**src/logic_output_pkg.sv**
```systemverilog
// Holds the shared constants, function codes and carrier types of the output selector.
// Assumes a single control clock at 250 MHz and a plain register port with 16-bit data.
package logic_output_pkg;

  // Sizes
  localparam int N_OUT  = 7;
  localparam int SEL_W  = 5;
  localparam int DATA_W = 16;
  localparam int ADDR_W = 8;

  // Output function codes
  typedef enum logic [SEL_W-1:0] {
    FN_NONE, FN_NOT_ALARM, FN_GROUND_FLT, FN_OVERCURR_FLT, FN_OVERTEMP_FLT, FN_OVERVOLT_FLT,
    FN_OVERTEMP_ALARM, FN_MOTOR_TRQ_LIM, FN_REGEN_TRQ_LIM, FN_RAMP_DOWN, FN_DRIVE_PREPARED,
    FN_RUN_COMMANDED, FN_RUN_CONFIRM, FN_SPEED_DEV, FN_SPEED_DEV_LOW, FN_REF_RELEASE,
    FN_REFERENCE_UNLOCK_MULTISTEP, FN_LOW_GAIN, FN_FUSE_FLT, FN_PHASE_LOSS, FN_MOTOR_OVERLOAD,
    FN_OVERSPEED_FLT, FN_COUNT
  } out_fn_t;

  // Register byte offsets
  localparam logic [ADDR_W-1:0] ADDR_SEL_BASE   = 8'h00;
  localparam logic [ADDR_W-1:0] ADDR_STEP       = 8'h04;
  localparam logic [ADDR_W-1:0] ADDR_RATED      = 8'h1C;
  localparam logic [ADDR_W-1:0] ADDR_DEV_LEVEL  = 8'h20;
  localparam logic [ADDR_W-1:0] ADDR_DEV_BAND   = 8'h24;
  localparam logic [ADDR_W-1:0] ADDR_DEV_TIME   = 8'h28;
  localparam logic [ADDR_W-1:0] ADDR_OVS_PCT    = 8'h2C;
  localparam logic [ADDR_W-1:0] ADDR_CONTRACT   = 8'h30;
  localparam logic [ADDR_W-1:0] ADDR_OVS_TIME   = 8'h34;
  localparam logic [ADDR_W-1:0] ADDR_CONFIG     = 8'h38;
  localparam logic [ADDR_W-1:0] ADDR_STATUS     = 8'h3C;

  // Config register fields
  localparam int CFG_CLASS_BIT = 0;
  localparam int CFG_SRC_LSB   = 1;
  localparam logic [1:0] VEL_SRC_MULTISTEP = 2'h1;

  // Reset selections
  localparam logic [SEL_W-1:0] SEL_RST_0 = FN_DRIVE_PREPARED;
  localparam logic [SEL_W-1:0] SEL_RST_1 = FN_RUN_COMMANDED;
  localparam logic [SEL_W-1:0] SEL_RST_2 = FN_MOTOR_OVERLOAD;
  localparam logic [SEL_W-1:0] SEL_RST_N = FN_NONE;

  // Trip thresholds
  localparam logic [16:0] PCT_FULL   = 17'h00064;
  localparam logic [16:0] GF_PCT     = 17'h00032;
  localparam logic [16:0] OC_PCT     = 17'h0012C;
  localparam logic [7:0]  OT_FLT_C   = 8'h5A;
  localparam logic [7:0]  OT_ALM_C   = 8'h50;
  localparam logic [15:0] OV_460_V   = 16'h0352;
  localparam logic [15:0] OV_230_V   = 16'h01A9;

  // Timing: millisecond tick for the user timers
  localparam int CLK_NS  = 4;
  localparam int TICK_NS = 1000000;

  // Drive status flags, from logic on the control clock
  typedef struct packed {
    logic       init_done;
    logic [7:0] alarm_src;
    logic [7:0] fault_src;
    logic       run_cmd;
    logic       contactor_closed;
    logic       contact_confirm_used;
    logic       gates_firing;
    logic       torque_limit;
    logic       motoring;
    logic       ramp_req_input;
    logic       ramp_req_serial;
    logic       ramp_req_internal;
    logic       flux_confirmed;
    logic       dc_injection;
    logic       low_gain;
    logic       fuse_blown;
    logic       phase_open;
    logic       motor_overload;
  } status_t;

  // Measurements, same units as the matching settings
  typedef struct packed {
    logic [15:0]        isum;
    logic [15:0]        iphase;
    logic [7:0]         temp_c;
    logic [15:0]        vbus;
    logic signed [15:0] spd_ref;
    logic signed [15:0] spd_fbk;
  } meas_t;

  // Register port request
  typedef struct packed {
    logic [ADDR_W-1:0] addr;
    logic [DATA_W-1:0] wdata;
    logic              wr;
    logic              rd;
  } bus_req_t;

endpackage

```
**src/logic_output_select.sv**
```systemverilog
// Holds the function selector for the drive's logic outputs, relays and user LED.
// Assumes status flags and measurements come from logic on mclk_in, and a plain register port.
//
// Added by the designer: the placing of the registers and the strobed register port.
`timescale 1ns/1ps
module logic_output_select #(
  parameter int TICK_CYCLES = logic_output_pkg::TICK_NS / logic_output_pkg::CLK_NS
) (
  input  wire logic                                    mclk_in,
  input  wire logic                                    nrst_in,
  input  wire logic_output_pkg::status_t               status_in,
  input  wire logic_output_pkg::meas_t                 meas_in,
  input  wire logic_output_pkg::bus_req_t              bus_in,
  output logic      [logic_output_pkg::DATA_W-1:0]     rdata_out,
  output logic      [logic_output_pkg::N_OUT-1:0]      term_out,
  output logic                                         alarm_out,
  output logic                                         fault_out
);
  import logic_output_pkg::*;

  //////////////////////////////////////////////////////////////////////////////
  // State
  typedef struct packed {
    logic [N_OUT-1:0][SEL_W-1:0] sel;
    logic [15:0]                 rated;
    logic [15:0]                 dev_level;
    logic [15:0]                 dev_band;
    logic [15:0]                 dev_time;
    logic [15:0]                 ovs_pct;
    logic [15:0]                 contract;
    logic [15:0]                 ovs_time;
    logic                        class_460;
    logic [1:0]                  vel_src;
    logic                        ramp;
    logic [17:0]                 tick;
    logic [15:0]                 low_cnt;
    logic                        low_ok;
    logic [15:0]                 ovs_cnt;
    logic                        ovs_ok;
    logic [N_OUT-1:0]            term;
    logic                        alarm;
    logic                        fault;
    logic [DATA_W-1:0]           rdata;
  } state_t;

  state_t st_q;
  state_t st_d;

  localparam logic [17:0] TICK_LAST = 18'(TICK_CYCLES - 1);

  //////////////////////////////////////////////////////////////////////////////
  // Helpers
  function automatic logic [33:0] pct_of(input logic [16:0] v, input logic [16:0] p);
    pct_of = v * p;
  endfunction

  function automatic logic [16:0] mag(input logic signed [16:0] v);
    mag = v[16] ? 17'(-v) : 17'(v);
  endfunction

  function automatic logic [ADDR_W-1:0] sel_addr(input int i);
    sel_addr = ADDR_SEL_BASE + ADDR_W'(i * int'(ADDR_STEP));
  endfunction

  //////////////////////////////////////////////////////////////////////////////
  // Next-state logic
  logic signed [16:0] err;
  logic               tick;
  logic               gf_trip;
  logic               oc_trip;
  logic               ot_trip;
  logic               ov_trip;
  logic               ota_trip;
  logic               in_band;
  logic               over_spd;
  logic               prepared;
  logic               run_ok;
  logic [FN_COUNT-1:0] cond;

  always_comb begin
    st_d     = st_q;
    err      = 17'(meas_in.spd_ref) - 17'(meas_in.spd_fbk);
    tick     = (st_q.tick == TICK_LAST);
    st_d.tick = tick ? '0 : st_q.tick + 18'h00001;

    // Threshold trips
    gf_trip  = pct_of({1'b0, meas_in.isum}, PCT_FULL) > pct_of({1'b0, st_q.rated}, GF_PCT);
    oc_trip  = pct_of({1'b0, meas_in.iphase}, PCT_FULL) > pct_of({1'b0, st_q.rated}, OC_PCT);
    ot_trip  = meas_in.temp_c > OT_FLT_C;
    ota_trip = meas_in.temp_c > OT_ALM_C;
    ov_trip  = meas_in.vbus > (st_q.class_460 ? OV_460_V : OV_230_V);
    in_band  = mag(err) <= {1'b0, st_q.dev_band};
    over_spd = pct_of(mag(17'(meas_in.spd_fbk)), PCT_FULL) >
               pct_of({1'b0, st_q.contract}, {1'b0, st_q.ovs_pct});

    // Alarm and fault indications
    st_d.alarm = (|status_in.alarm_src) | ota_trip;
    st_d.fault = (|status_in.fault_src) | gf_trip | oc_trip | ot_trip | ov_trip |
                 status_in.fuse_blown | status_in.phase_open | status_in.motor_overload |
                 st_q.ovs_ok;
    prepared = status_in.init_done & ~st_d.fault;
    run_ok   = status_in.run_cmd & (~status_in.contact_confirm_used | status_in.contactor_closed);

    // Ramp stop latch: a request wins over the clear by run removal
    if (!status_in.run_cmd) begin
      st_d.ramp = 1'b0;
    end
    if (status_in.ramp_req_input | status_in.ramp_req_serial | status_in.ramp_req_internal) begin
      st_d.ramp = 1'b1;
    end

    // Low deviation qualifier timer
    if (!in_band) begin
      st_d.low_cnt = '0;
      st_d.low_ok  = 1'b0;
    end else if (tick) begin
      if (st_q.low_cnt >= st_q.dev_time) begin
        st_d.low_ok = 1'b1;
      end else begin
        st_d.low_cnt = st_q.low_cnt + 16'h0001;
      end
    end

    // Overspeed qualifier timer
    if (!over_spd) begin
      st_d.ovs_cnt = '0;
      st_d.ovs_ok  = 1'b0;
    end else if (tick) begin
      if (st_q.ovs_cnt >= st_q.ovs_time) begin
        st_d.ovs_ok = 1'b1;
      end else begin
        st_d.ovs_cnt = st_q.ovs_cnt + 16'h0001;
      end
    end

    // Condition per function code
    cond                                = '0;
    cond[FN_NOT_ALARM]                  = ~st_d.alarm;
    cond[FN_GROUND_FLT]                 = gf_trip;
    cond[FN_OVERCURR_FLT]               = oc_trip;
    cond[FN_OVERTEMP_FLT]               = ot_trip;
    cond[FN_OVERVOLT_FLT]               = ov_trip;
    cond[FN_OVERTEMP_ALARM]             = ota_trip;
    cond[FN_MOTOR_TRQ_LIM]              = status_in.torque_limit & status_in.motoring;
    cond[FN_REGEN_TRQ_LIM]              = status_in.torque_limit & ~status_in.motoring;
    cond[FN_RAMP_DOWN]                  = st_q.ramp;
    cond[FN_DRIVE_PREPARED]             = prepared;
    cond[FN_RUN_COMMANDED]              = status_in.run_cmd;
    cond[FN_RUN_CONFIRM]                = prepared & status_in.run_cmd &
                                          status_in.contactor_closed & status_in.gates_firing;
    cond[FN_SPEED_DEV]                  = err > $signed({1'b0, st_q.dev_level});
    cond[FN_SPEED_DEV_LOW]              = st_q.low_ok & in_band;
    cond[FN_REF_RELEASE]                = status_in.flux_confirmed & ~status_in.dc_injection;
    cond[FN_REFERENCE_UNLOCK_MULTISTEP] = prepared & run_ok & ~status_in.dc_injection &
                                          (st_q.vel_src == VEL_SRC_MULTISTEP);
    cond[FN_LOW_GAIN]                   = status_in.low_gain;
    cond[FN_FUSE_FLT]                   = status_in.fuse_blown;
    cond[FN_PHASE_LOSS]                 = status_in.phase_open;
    cond[FN_MOTOR_OVERLOAD]             = status_in.motor_overload;
    cond[FN_OVERSPEED_FLT]              = st_q.ovs_ok;

    // Each output picks its own condition; unknown codes read false
    for (int i = 0; i < N_OUT; i++) begin
      st_d.term[i] = (st_q.sel[i] < SEL_W'(FN_COUNT)) ? cond[st_q.sel[i]] : 1'b0;
    end

    // Register writes
    if (bus_in.wr) begin
      for (int i = 0; i < N_OUT; i++) begin
        if (bus_in.addr == sel_addr(i)) begin
          st_d.sel[i] = bus_in.wdata[SEL_W-1:0];
        end
      end
      if (bus_in.addr == ADDR_RATED) begin
        st_d.rated = bus_in.wdata;
      end else if (bus_in.addr == ADDR_DEV_LEVEL) begin
        st_d.dev_level = bus_in.wdata;
      end else if (bus_in.addr == ADDR_DEV_BAND) begin
        st_d.dev_band = bus_in.wdata;
      end else if (bus_in.addr == ADDR_DEV_TIME) begin
        st_d.dev_time = bus_in.wdata;
      end else if (bus_in.addr == ADDR_OVS_PCT) begin
        st_d.ovs_pct = bus_in.wdata;
      end else if (bus_in.addr == ADDR_CONTRACT) begin
        st_d.contract = bus_in.wdata;
      end else if (bus_in.addr == ADDR_OVS_TIME) begin
        st_d.ovs_time = bus_in.wdata;
      end else if (bus_in.addr == ADDR_CONFIG) begin
        st_d.class_460 = bus_in.wdata[CFG_CLASS_BIT];
        st_d.vel_src   = bus_in.wdata[CFG_SRC_LSB+1:CFG_SRC_LSB];
      end
    end

    // Register reads, data valid only in the cycle after the strobe
    st_d.rdata = '0;
    if (bus_in.rd) begin
      for (int i = 0; i < N_OUT; i++) begin
        if (bus_in.addr == sel_addr(i)) begin
          st_d.rdata = DATA_W'(st_q.sel[i]);
        end
      end
      if (bus_in.addr == ADDR_RATED) begin
        st_d.rdata = st_q.rated;
      end else if (bus_in.addr == ADDR_DEV_LEVEL) begin
        st_d.rdata = st_q.dev_level;
      end else if (bus_in.addr == ADDR_DEV_BAND) begin
        st_d.rdata = st_q.dev_band;
      end else if (bus_in.addr == ADDR_DEV_TIME) begin
        st_d.rdata = st_q.dev_time;
      end else if (bus_in.addr == ADDR_OVS_PCT) begin
        st_d.rdata = st_q.ovs_pct;
      end else if (bus_in.addr == ADDR_CONTRACT) begin
        st_d.rdata = st_q.contract;
      end else if (bus_in.addr == ADDR_OVS_TIME) begin
        st_d.rdata = st_q.ovs_time;
      end else if (bus_in.addr == ADDR_CONFIG) begin
        st_d.rdata = DATA_W'({st_q.vel_src, st_q.class_460});
      end else if (bus_in.addr == ADDR_STATUS) begin
        st_d.rdata = DATA_W'({st_q.ovs_ok, st_q.low_ok, st_q.ramp, st_q.fault, st_q.alarm, st_q.term});
      end
    end
  end

  //////////////////////////////////////////////////////////////////////////////
  // State register
  always_ff @(posedge mclk_in) begin
    if (!nrst_in) begin
      st_q        <= '0;
      st_q.sel[0] <= SEL_RST_0;
      st_q.sel[1] <= SEL_RST_1;
      st_q.sel[2] <= SEL_RST_2;
      st_q.sel[3] <= SEL_RST_N;
      st_q.class_460 <= 1'b1;
    end else begin
      st_q <= st_d;
    end
  end

  // Outputs straight from the state register
  assign rdata_out = st_q.rdata;
  assign term_out  = st_q.term;
  assign alarm_out = st_q.alarm;
  assign fault_out = st_q.fault;

  for (genvar g = 0; g < N_OUT; g++) begin : g_chk

  end
endmodule

```
**config.mk**
```make
export PLATFORM = sky130hd
export DESIGN_NAME = logic_output_select
export DESIGN_NICKNAME = d
export VERILOG_FILES = /design/src/logic_output_pkg.sv /design/src/logic_output_select.sv
export SDC_FILE = /design/constraint.sdc
export NUM_CORES = 2
export LEC_CHECK = 0
export ABC_AREA = 1
export BUFFER_PORTS_ARGS = -buffer_cell sky130_fd_sc_hd__buf_2
export CAP_MARGIN = 5
export CELL_PAD_IN_SITES_DETAIL_PLACEMENT = 0
export CELL_PAD_IN_SITES_GLOBAL_PLACEMENT = 1
export CORE_UTILIZATION = 45
export DETAILED_ROUTE_END_ITERATION = 7
export PLACE_DENSITY = 0.77
export RECOVER_POWER = 100
export SYNTH_ARGS = -nofsm -noshare
export SYNTH_HDL_FRONTEND = slang
export SYNTH_SLANG_ARGS = --single-unit
```
**constraint.sdc**
```tcl
create_clock -name mclk_in -period 9.64 [get_ports mclk_in]
set_input_delay 0.482 -clock mclk_in [delete_from_list [all_inputs] [get_ports mclk_in]]
set_output_delay 0.482 -clock mclk_in [all_outputs]
set_load 0.1 [all_outputs]
```
==> results.py <==
metrics = {
    "run_status": {
        "run_status": "complete, but fails checks",
        "violations": "capacitance limit, slew limit",
    },
    "route": {
        "routed_via_density": 5.188,
        "postRouteAntennaNets": 0,
        "routed_wl_um": 95680,
        "drc": 0,
        "dr_wl_met3_um": 5286,
        "wl_met1_um": 45210,
        "dr.pass1.iters": 6,
        "routed.top_layer": "met4",
        "wl_met2_um": 42990,
        "drt-initial-drc-count": 2110,
        "routedWlPerCell_um": 16.84,
        "vias": 29470,
    },
    "sta": {
        "slew_headroom": -1.186,
        "totalNegativeSetupSlack_ns": 0,
        "final-setup-viol-count": 0,
        "fmax_mhz": 115.7,
        "fin_crit_ns": 8.644,
        "finalCritPeriodShare": 0.8967,
        "skew_ns": 0.02649,
        "worst_pin_slew_ns": 3.278,
        "rsz0062_at_grt": "false",
        "drv_slew": 150,
        "hold_viol_final": 0,
    },
    "layout": {
        "nets": 5640,
        "fin_area_um2": 35580,
        "fill_cells": 7588,
        "area_growth_syn_to_layout_pct": 7.188,
        "drive_gt1_frac": 0.05275,
    },
    "min_path": {
        "min_path_type": "in -> reg",
    },
    "setup_path": {
        "critical_path_class": "reg -> reg",
        "path_max_fanout": 18,
        "setup.worst_path.end_class": "flop",
        "critPathLaunchType": "flop",
        "crit_required_ns": 10.12,
        "slowest_delay_ns": 0.81,
        "critPathSlowestCell": "dfxtp_1",
        "arrival_ns": 9.12,
    },
    "global_route": {
        "grt_pass1_vias": 28320,
        "antenna_found_initial": 3,
        "grt_pass1_wl_um": 154400,
        "grt.total_usage": 0.2573,
        "grt_overflow_total": 0,
        "grt_start_max_net_pins": 82,
    },
    "synth": {
        "synth_top_flop_cell": "dfxtp_1",
        "ys_ff_latch": 228,
        "syn_area_per_cell_um2": 7.161,
        "ys_async_sr_fraction": 0,
        "yosysTopAreaCell": "ha_1",
        "synth_area_um2": 33190,
        "yosys_warnings": 0,
        "synth_cell_types": 66,
        "synth_edf_count": 0,
        "synthCells": 4635,
        "yosysSeqAreaShare": 0.1375,
        "synth_area_leaders": "ha_1, fa_1, dfxtp_1",
        "yosysTopAreaCellShare": 0.1994,
    },
    "clocking": {
        "cts_resized": 0,
        "cts.path.max_buffers": 3,
        "clk_latency_ns": 0.56,
        "cts_made_buffers": 27,
        "post-cts-setup-buffer-count": 0,
        "cts_tree": "built",
        "cts.sinks": 228,
        "htree_levels": 1,
        "root_buffer": "clkbuf_16",
        "cts-hold-fix-buffers": 0,
        "cts.clk_slew.worst_paths_ns": 0.06,
    },
    "floorplanning": {
        "start_util": 0.4550,
        "dieArea_um2": 74850,
        "rows": 99,
        "dieHeight_um": 273.6,
        "io_pins": 173,
        "die_w_um": 273.6,
        "core_region_area_um2": 72960,
    },
    "placement": {
        "hpwlAfterDp_um": 79270,
        "dpl_cell_area_um2": 34700,
        "place.gp.congestion": 0.9525,
        "numPortBuffers": 172,
    },
    "flow_run": {
        "maxCapViolCount": 2,
    },
    "power": {
        "irDropWorstVdd_v": 0.0001332,
        "power_per_cell_area_nw_per_um2": 105.2,
        "p_leak_nw": 18.60,
    },
}
[layout by cell type, fill, tap and decap left out, types with 15 or more instances in the layout]
cell / instances
o21bai_1: 16
o211ai_1: 23
nand4_1: 56
o221ai_1: 15
nor2_1: 232
a31oi_1: 21
nand3_1: 140
dfxtp_1: 228
fa_1: 263
buf_2: 146
o21ai_0: 240
clkbuf_16: 27
a221oi_1: 20
nor4_1: 24
xor2_1: 127
nand2_1: 855
clkbuf_1: 34
nor3_1: 60
ha_1: 529
inv_1: 1028
xnor2_1: 33
a21oi_1: 442
[report_power, final]
part | internal, W | switching (W) | leakage (nW) | total (W)
clock | 0.000689 | 0.000434 | 0.472 | 0.00112
sequential | 0.000946 | 0.00000664 | 1.84 | 0.000953
combinational | 0.000632 | 0.00104 | 16.3 | 0.00167
[worst paths after layout]
path,from,endpoint,slack [ns],cells after the start
max reg2reg,st_q[122]$_SDFFE_PN0P_,st_q[36]$_SDFFE_PN0P_,1.0,34
min reg2reg,st_q[59]$_SDFF_PP0_,st_q[59]$_SDFF_PP0_,0.45,1
min,status_in[6],cond[9]$_SDFFE_PN0P_,0.19,5
max,st_q[122]$_SDFFE_PN0P_,st_q[36]$_SDFFE_PN0P_,1.0,34
[layout make-up]
type | instances | area, µm² | share of cell area
multi-input combinational | 3221 | 24030 | 0.6754
sequential | 228 | 4564 | 0.1283
inverter | 1035 | 3885 | 0.1092
tap | 959 | 1200 | 0.03372
timing repair buffer | 187 | 933.4 | 0.02623
clock buffer | 38 | 767.0 | 0.02156
clock inverter | 11 | 195.2 | 0.005486
antenna | 1 | 2.502 | 0.00007033
[metrics by stage]
stage               setup WS, ns  total power (W)  hold slack (ns)  instances    util
floorplan                  2.261         0.002227           0.4179       4636       -
finish                    0.9959         0.003744           0.1918       5680  0.4877
detailed placement         1.137         0.002645           0.4387       5630  0.4757
global placement           1.411         0.002631           0.4313       5630  0.4757
CTS                        1.080         0.003774           0.1753       5679  0.4889
global route              0.3281         0.004067           0.1971       5679  0.4876
[cells in the mapped netlist, drive strengths merged (57+ instances only)]
master and number:
xor2 127, o21ai 243, fa 263, nand4 57, a21oi 446, clkbuf 120, inv 1032, nand3 145
nor2 238, ha 529, dfxtp 228, nor3 65, nand2 865
[sequential cells by signal, summed over array words and instances (netlist names)]
register,count
fault_out,1
cond,2
alarm_out,1
rdata_out,16
term_out,7
st_q,201
[cells by family (layout without fill, tap and decap cells)]
logic type,after synthesis,after routing,synth area share
flops,228,228,0.1375
compound gates,849,849,0.1430
buf+inv,1187,1271,0.1372
other cells,2,4,0.0002263
xor+xnor,160,160,0.04222
fa+ha+maj,792,792,0.3580
simple gates,1417,1417,0.1818
[routing by layer]
layer | track usage | up-vias
met1 | 0.3695 | 13620
met3 | 0.02053 | 112
met5 | 0 | -
met2 | 0.4160 | 826
li1 | - | 14910
met4 | 0.06086 | 0
[worst max-delay path, delay by kind of cell (launching register included)]
kind / cells / cell delay (ns)
fa+ha+maj: 8 / 3.82
simple gates: 15 / 2.63
flops: 1 / 0.81
compound gates: 4 / 0.81
buf+inv: 6 / 0.38
xor+xnor: 1 / 0.10
Power figures use the tool's default switching activity.
